===== src/rci_defs.vh =====
// constants for the remote contact input and interlock block
`ifndef RCI_DEFS_VH
`define RCI_DEFS_VH

`define RCI_CLK_PERIOD_NS     4
`define RCI_DEBOUNCE_NS       1000000
`define RCI_DEBOUNCE_CYC      (`RCI_DEBOUNCE_NS / `RCI_CLK_PERIOD_NS)
`define RCI_WARN_TIME_S       2
`define RCI_WARN_CYC          (`RCI_WARN_TIME_S * 1000000000 / `RCI_CLK_PERIOD_NS)
`define RCI_BEEP_NS           100000000
`define RCI_BEEP_CYC          (`RCI_BEEP_NS / `RCI_CLK_PERIOD_NS)
`define RCI_BEEP_COUNT        2
`define RCI_CNT_W             32
`define RCI_SLOT_W            3
`define RCI_PROG_W            6
`define RCI_LOCAL_MAX         6'h32
`define RCI_STATUS_TEST_REQ   0
`define RCI_STATUS_RESET_REQ  1
`define RCI_STATUS_IL_OPEN    2
`define RCI_STATUS_ABORT      3
`define RCI_STATUS_W          4

`endif


===== src/rci_debounce.v =====
// synchroniser and debouncer for one contact input
`include "rci_defs.vh"
module rci_debounce #(
    parameter [31:0] STABLE_CYC = `RCI_DEBOUNCE_CYC
) (
    // clock and reset
    input  wire core_clk_i,
    input  wire rst_n_i,
    // contact, high while closed
    input  wire raw_i,
    // debounced level and closure pulse
    output reg  level_o,
    output reg  rise_o
);
    reg        sync1_reg;
    reg        sync2_reg;
    reg [31:0] cnt_reg;

    always @(posedge core_clk_i or negedge rst_n_i) begin
        if (!rst_n_i) begin
            sync1_reg <= 1'b0;
            sync2_reg <= 1'b0;
            cnt_reg   <= 32'h0000_0000;
            level_o   <= 1'b0;
            rise_o    <= 1'b0;
        end else begin
            sync1_reg <= raw_i;
            sync2_reg <= sync1_reg;
            rise_o    <= 1'b0;
            if (sync2_reg == level_o) begin
                cnt_reg <= 32'h0000_0000;
            end else if (cnt_reg >= STABLE_CYC - 32'h0000_0001) begin
                cnt_reg <= 32'h0000_0000;
                level_o <= sync2_reg;
                rise_o  <= sync2_reg;  // one pulse per closure edge
            end else begin
                cnt_reg <= cnt_reg + 32'h0000_0001;
            end
        end
    end
endmodule // rci_debounce


===== src/rci_timer.v =====
// loadable down counter with expiry pulse
`include "rci_defs.vh"
module rci_timer (
    // clock and reset
    input  wire        core_clk_i,
    input  wire        rst_n_i,
    // control
    input  wire        load_i,
    input  wire        stop_i,
    input  wire [31:0] value_i,
    // state
    output reg         busy_o,
    output reg         done_o
);
    reg [31:0] cnt_reg;

    always @(posedge core_clk_i or negedge rst_n_i) begin
        if (!rst_n_i) begin
            cnt_reg <= 32'h0000_0000;
            busy_o  <= 1'b0;
            done_o  <= 1'b0;
        end else begin
            done_o <= 1'b0;
            if (stop_i) begin
                busy_o <= 1'b0;
            end else if (load_i) begin
                cnt_reg <= value_i;
                busy_o  <= 1'b1;
            end else if (busy_o) begin
                if (cnt_reg <= 32'h0000_0001) begin
                    busy_o <= 1'b0;
                    done_o <= 1'b1;
                end else begin
                    cnt_reg <= cnt_reg - 32'h0000_0001;
                end
            end
        end
    end
endmodule // rci_timer


===== src/rci_top.v =====
// remote contact input front end: test, reset, interlock and program select
//
// Behaviour
// - remote test, reset and select ignored unless remote contact control enabled
// - on enabling in reset state: light indicator, beep twice, reset on front key once the tone sequence ends
// - abnormal condition cleared by local reset key or remote reset
// - momentary test contact closure is a test start command
// - momentary reset contact closure is a reset command
// - interlock is normally open, must be held closed to enable output
// - three select lines form binary value, weight four on top, zero none
// - remote select reaches only programs one to seven of fifty
// - open interlock keeps output disabled as a failure
// - test refused with open interlock, warning shown two seconds
// - interlock opening mid-test aborts test, disables output, warns
// - nothing connected means no test and no output
`include "rci_defs.vh"
module rci_top #(
    parameter [31:0] DEBOUNCE_CYC = `RCI_DEBOUNCE_CYC,
    parameter [31:0] WARN_CYC     = `RCI_WARN_CYC,
    parameter [31:0] BEEP_CYC     = `RCI_BEEP_CYC
) (
    // clock and reset
    input  wire                     core_clk_i,
    input  wire                     rst_n_i,
    // contact inputs, high while closed to common
    input  wire                     test_contact_i,
    input  wire                     reset_contact_i,
    input  wire                     interlock_contact_i,
    input  wire [`RCI_SLOT_W-1:0]   select_contact_i,
    // configuration and front panel
    input  wire                     remote_contact_control_enable_i,
    input  wire                     front_key_i,
    input  wire                     local_test_key_i,
    input  wire                     local_reset_key_i,
    input  wire [`RCI_PROG_W-1:0]   local_program_i,
    // system events
    input  wire                     test_complete_i,
    input  wire                     fault_detect_i,
    // status/mask register port
    input  wire                     reg_addr_i,
    input  wire [`RCI_STATUS_W-1:0] reg_wdata_i,
    input  wire                     reg_wr_i,
    input  wire                     reg_rd_i,
    output reg  [`RCI_STATUS_W-1:0] reg_rdata_o,
    // outputs
    output reg                      output_enable_o,
    output reg                      test_running_o,
    output reg                      fault_o,
    output reg                      warn_msg_o,
    output reg                      indicator_o,
    output reg                      buzzer_o,
    output reg  [`RCI_PROG_W-1:0]   program_sel_o,
    output reg                      irq_o
);
    localparam [1:0] ST_RESET = 2'h0;
    localparam [1:0] ST_TEST  = 2'h1;
    localparam [1:0] ST_FAULT = 2'h2;
    localparam [1:0] ST_ANNC  = 2'h3;

    wire                   test_lvl;
    wire                   test_rise;
    wire                   rst_lvl;
    wire                   rst_rise;
    wire                   il_closed;
    wire [`RCI_SLOT_W-1:0] sel_lvl;
    wire                   warn_busy;
    wire                   beep_busy;
    wire                   beep_done;

    reg  [1:0]                state_reg;
    reg  [1:0]                state_next;
    reg                       en_d_reg;
    reg  [1:0]                beep_cnt_reg;
    reg                       beep_on_reg;
    reg  [`RCI_STATUS_W-1:0]  status_reg;
    reg  [`RCI_STATUS_W-1:0]  mask_reg;
    reg  [`RCI_STATUS_W-1:0]  events;
    reg                       start_req;
    reg                       reset_req;
    reg                       refuse;
    reg                       abort;

    // remote select value to program number
    function [`RCI_PROG_W-1:0] slot_to_prog;
        input [`RCI_SLOT_W-1:0] slot;
        begin
            slot_to_prog = {3'h0, slot};
        end
    endfunction

    rci_debounce #(.STABLE_CYC(DEBOUNCE_CYC)) u_db_test (
        .core_clk_i(core_clk_i), .rst_n_i(rst_n_i), .raw_i(test_contact_i),
        .level_o(test_lvl), .rise_o(test_rise));
    rci_debounce #(.STABLE_CYC(DEBOUNCE_CYC)) u_db_rst (
        .core_clk_i(core_clk_i), .rst_n_i(rst_n_i), .raw_i(reset_contact_i),
        .level_o(rst_lvl), .rise_o(rst_rise));
    // unplugged connector reads open, so interlock holds off test start and output
    rci_debounce #(.STABLE_CYC(DEBOUNCE_CYC)) u_db_il (
        .core_clk_i(core_clk_i), .rst_n_i(rst_n_i), .raw_i(interlock_contact_i),
        .level_o(il_closed), .rise_o());
    genvar gi;
    generate
        for (gi = 0; gi < `RCI_SLOT_W; gi = gi + 1) begin : g_sel
            rci_debounce #(.STABLE_CYC(DEBOUNCE_CYC)) u_db_sel (
                .core_clk_i(core_clk_i), .rst_n_i(rst_n_i), .raw_i(select_contact_i[gi]),
                .level_o(sel_lvl[gi]), .rise_o());
        end
    endgenerate

    always @* begin
        // remote edges count only while enabled
        start_req = local_test_key_i | (remote_contact_control_enable_i & test_rise);
        reset_req = local_reset_key_i | (remote_contact_control_enable_i & rst_rise);
        refuse    = start_req & !il_closed & (state_reg == ST_RESET);
        abort     = (state_reg == ST_TEST) & !il_closed;
        state_next = state_reg;
        case (state_reg)
            ST_RESET: begin
                if (remote_contact_control_enable_i & !en_d_reg) begin
                    state_next = ST_ANNC;
                end else if (start_req & il_closed & !reset_req) begin
                    state_next = ST_TEST;
                end
            end
            ST_TEST: begin
                if (abort | fault_detect_i) begin
                    state_next = ST_FAULT;
                end else if (reset_req | test_complete_i) begin
                    state_next = ST_RESET;
                end
            end
            ST_FAULT: begin
                if (reset_req) begin
                    state_next = ST_RESET;
                end
            end
            ST_ANNC: begin
                // wait for the whole tone sequence, or a key in a gap would cut it short
                if (front_key_i & !beep_busy & !beep_on_reg & (beep_cnt_reg == 2'h0)) begin
                    state_next = ST_RESET;
                end
            end
            default: begin
                state_next = ST_RESET;
            end
        endcase
        events = {abort, !il_closed, reset_req, start_req};
    end

    rci_timer u_warn (
        .core_clk_i(core_clk_i), .rst_n_i(rst_n_i),
        .load_i(refuse | abort), .stop_i(1'b0), .value_i(WARN_CYC),
        .busy_o(warn_busy), .done_o());

    // one timer paces both beeps and the gap between them
    rci_timer u_beep (
        .core_clk_i(core_clk_i), .rst_n_i(rst_n_i),
        .load_i((state_reg == ST_RESET && state_next == ST_ANNC) || (beep_done && beep_cnt_reg != 2'h0)),
        .stop_i(state_next != ST_ANNC), .value_i(BEEP_CYC),  // no stray tone once announce is left
        .busy_o(beep_busy), .done_o(beep_done));

    always @(posedge core_clk_i or negedge rst_n_i) begin
        if (!rst_n_i) begin
            state_reg       <= ST_RESET;
            en_d_reg        <= 1'b0;
            beep_cnt_reg    <= 2'h0;
            beep_on_reg     <= 1'b0;
            status_reg      <= 4'h0;
            mask_reg        <= 4'h0;
            reg_rdata_o     <= 4'h0;
            output_enable_o <= 1'b0;
            test_running_o  <= 1'b0;
            fault_o         <= 1'b0;
            warn_msg_o      <= 1'b0;
            indicator_o     <= 1'b0;
            buzzer_o        <= 1'b0;
            program_sel_o   <= 6'h01;
            irq_o           <= 1'b0;
        end else begin
            state_reg <= state_next;
            en_d_reg  <= remote_contact_control_enable_i;
            // beep count: on, off, on, off; two tones in all
            if (state_reg == ST_RESET && state_next == ST_ANNC) begin
                beep_cnt_reg <= 2'h3;
                beep_on_reg  <= 1'b1;
            end else if (beep_done && beep_cnt_reg != 2'h0) begin
                beep_cnt_reg <= beep_cnt_reg - 2'h1;
                beep_on_reg  <= ~beep_on_reg;
            end else if (beep_done) begin
                beep_on_reg <= 1'b0;
            end
            buzzer_o    <= beep_on_reg & beep_busy;
            indicator_o <= (state_next == ST_ANNC) | (state_next == ST_TEST);
            // program select held during a test
            if (state_reg == ST_RESET) begin
                if (remote_contact_control_enable_i && sel_lvl != 3'h0) begin
                    program_sel_o <= slot_to_prog(sel_lvl);
                end else if (local_program_i != 6'h00 && local_program_i <= `RCI_LOCAL_MAX) begin
                    program_sel_o <= local_program_i;
                end
            end
            output_enable_o <= (state_next == ST_TEST) & il_closed;
            test_running_o  <= (state_next == ST_TEST);
            fault_o         <= (state_next == ST_FAULT) | !il_closed;
            warn_msg_o      <= warn_busy | refuse | abort;
            // status: set wins over write-one clear
            if (reg_wr_i && !reg_addr_i) begin
                status_reg <= (status_reg & ~reg_wdata_i) | events;
            end else begin
                status_reg <= status_reg | events;
            end
            if (reg_wr_i && reg_addr_i) begin
                mask_reg <= reg_wdata_i;
            end
            if (reg_rd_i) begin
                reg_rdata_o <= reg_addr_i ? mask_reg : status_reg;
            end else begin
                reg_rdata_o <= 4'h0;
            end
            irq_o <= |(status_reg & mask_reg);
        end
    end
endmodule // rci_top


===== config.mk =====
export PLATFORM = sky130hd
export DESIGN_NAME = rci_top
export DESIGN_NICKNAME = d
export VERILOG_FILES = /design/src/rci_debounce.v /design/src/rci_timer.v /design/src/rci_top.v
export VERILOG_INCLUDE_DIRS = /design/src
export SDC_FILE = /design/constraint.sdc
export NUM_CORES = 1
export LEC_CHECK = 0
export BUFFER_PORTS_ARGS = -buffer_cell sky130_fd_sc_hd__buf_2
export CELL_PAD_IN_SITES_DETAIL_PLACEMENT = 1
export CELL_PAD_IN_SITES_GLOBAL_PLACEMENT = 1
export CORE_MARGIN = 2
export CORE_UTILIZATION = 40
export CTS_BUF_LIST = sky130_fd_sc_hd__clkbuf_4
export CTS_CLUSTER_DIAMETER = 80
export DETAILED_ROUTE_END_ITERATION = 16
export PLACE_DENSITY = 0.79
export SLEW_MARGIN = 40
export SYNTH_ARGS = -nofsm -noshare
export SYNTH_HDL_FRONTEND = slang
export SYNTH_HIERARCHICAL = 1
export SYNTH_SLANG_ARGS = --single-unit

===== constraint.sdc =====
create_clock -name core_clk_i -period 2 [get_ports core_clk_i]
set_input_delay 0.3 -clock core_clk_i [delete_from_list [all_inputs] [get_ports core_clk_i]]
set_output_delay 0.3 -clock core_clk_i [all_outputs]
set_load 0.05 [all_outputs]

==> out/metrics.yaml <==
outcome: "finished, violations left"
violations: "negative setup slack"
final_hold_viol_count: 0
detail_route.first_pass.iterations: 5
nFillCells: 3849
die_area_um2: 37500
grt_max_degree: 70
ant_nets: 0
rsz0062_at_grt: "yes"
final.setup_skew_ns: 0.0715
finalSetupViolCount: 69
path_cells: "or4_4 -> nor3_4 -> nand4_1 -> nand2_4 -> buf_4 -> buf_8 -> o21ai_1"
root_buffer: "clkbuf_4"
place_area_um2: 16900
drv_slew: 0
post_synth.cell_area_avg_um2: 10.7
worstPathMaxFanout: 5
cts.path.max_buffers: 3
grt_overflow: 0
vias_per_cell: 5.65
routed_wirelength_mm: 53.4
worstPathRequired_ns: 2.65
area_delta_synth_final_pct: 39.4
grt_use_total: 0.246
die_w_um: 194
start_kind: "flop"
period_share: 1.16
yosysWarnings: 6
synthesis.area_um2: 14400
start_util: 0.406
cts.clk_slew.worst_paths_ns: 0.08
fin_hold_ws_ns: 0.0603
antenna_found_initial: 2
grt_first_pass_wirelength_mm: 74.7
peakVddDrop_mv: 0.838
cts.sinks: 310
timing.final.ws_setup_ns: -0.313
drive_above_1_share: 0.343
dp_hpwl_mm: 27.7
max_stage_delay_ns: 0.57
max_freq_mhz: 432
syn_inst: 1351
pin_count: 44
drc_errors: 0
place_congestion: 0.829
finalInstanceArea_um2: 20100
h-tree-depth: 3
io_buffer_count: 43
worst_pin_slew_ns: 0.598
vias: 13334
grt_pass1_vias: 14246
cts-buffers-inserted: 85
drt_iter0_markers: 796
crit_path_end_kind: "flop"
multi_input_area_um2: 7930
maxCapViolCount: 0
cts_tree: "yes"
worst_hold_path_type: "in -> reg"
power_density_nw_per_um2: 1080
relSlewSlack: 0.601
leakagePower_uw: 0.00854
routedWlPerCell_um: 22.6
clk_latency_ns: 0.79
core-area_um2: 35500
final_nets: 1878
largest_reg_flops: 96
regArea_um2: 7760
fin_crit_ns: 2.31
critical_path_class: "reg -> reg"
worst_path_max_delay_cell: "or4_4"
dieHeight_um: 194
crit_arrival_ns: 2.97
std_cell_rows: 69
==> power breakdown <==
part           switching (uW)  internal [uW]
logic                    4660           3400
clock network            2960           2860
registers                 730           7020
total                    8350          13300
==> area by class of cell <==
cell class                 instances  share of cell area
timing repair buffer             302               0.130
sequential                       310               0.387
inverter                          35             0.00742
tap                              461              0.0287
antenna                            3            0.000374
clock buffer                     125              0.0468
clock inverter                    20             0.00455
multi-input combinational       1106               0.395
==> routing by layer <==
layer  global-route usage  wire (um)  vias to the layer above
met5                    0          0                        -
met4                0.132       2980                        0
met3               0.0463       2660                      223
met2                0.439      27500                      512
met1                0.280      20300                     6809
li1                     -          -                     5790
==> worst max-delay path, delay by kind of cell, from the launching register on <==
kind | cells | cell delay, ns
and+or+nand+nor | 4 | 1.36
DFF | 1 | 0.43
buffers and inverters | 2 | 0.28
AOI/OAI and AO/OA | 1 | 0.11
==> metrics by stage <==
step | setup slack, ns | power [uW] | util | setup TNS [ns] | cells
2_1_floorplan | -0.137 | 10500 | - | -0.329 | 1498
3_5_place_dp | -0.177 | 13100 | 0.478 | -7.34 | 2134
6_report | -0.313 | 21600 | 0.566 | -10.36 | 2362
4_1_cts | -0.141 | 19800 | 0.538 | -1.30 | 2335
5_1_grt | -0.329 | 22600 | 0.565 | -13.58 | 2361
3_3_place_gp | -0.150 | 12800 | 0.478 | -2.59 | 2134
==> cells in the final DEF (no fill, tap or decap), drive strengths merged, types with 8 or more instances in the layout <==
cell type      n
dfrtp        309
nor4          53
or4           14
clkinv        19
nor2         187
o31ai         20
a22oi         18
and4          10
a21oi         53
nand2         67
or2           15
o21ai         72
o22ai          8
ha            11
buf          276
xnor2         43
a31oi         23
and3          20
conb         155
nor3          31
nand4         37
mux2          17
o41ai          8
dlygate4sd3   25
xor2          60
nand3         65
inv           35
nor2b          9
a32oi         11
a22o           9
clkbuf       126
or3            8
==> repair_timing <==
item,in CTS,in global routing
pin swaps,55,55
hold endpoints to repair,326,0
buffers inserted,26,25
setup endpoints to repair,66,92
gates resized for setup,168,154
hold buffers,25,0
cloned,6,2
==> path summary, 6_finish.rpt <==
| path | startpoint | to | slack, ns | cells past startpoint |
|---|---|---|---|---|
| min | reg_addr_i | status_reg[2] | 0.06 | 5 |
| min in group asynchronous | rst_n_i | g_sel[0].u_db_sel/cnt_reg[3] | 0.11 | 2 |
| max | u_warn/cnt_reg[9] | u_warn/cnt_reg[4] | -0.31 | 7 |
| min reg2reg | u_db_test/sync1_reg | u_db_test/sync2_reg | 0.35 | 0 |
| max reg2reg | u_warn/cnt_reg[9] | u_warn/cnt_reg[4] | -0.31 | 7 |
| max in group asynchronous | rst_n_i | u_db_il/cnt_reg[7] | 1.17 | 3 |
Power figures use the tool's default switching activity.
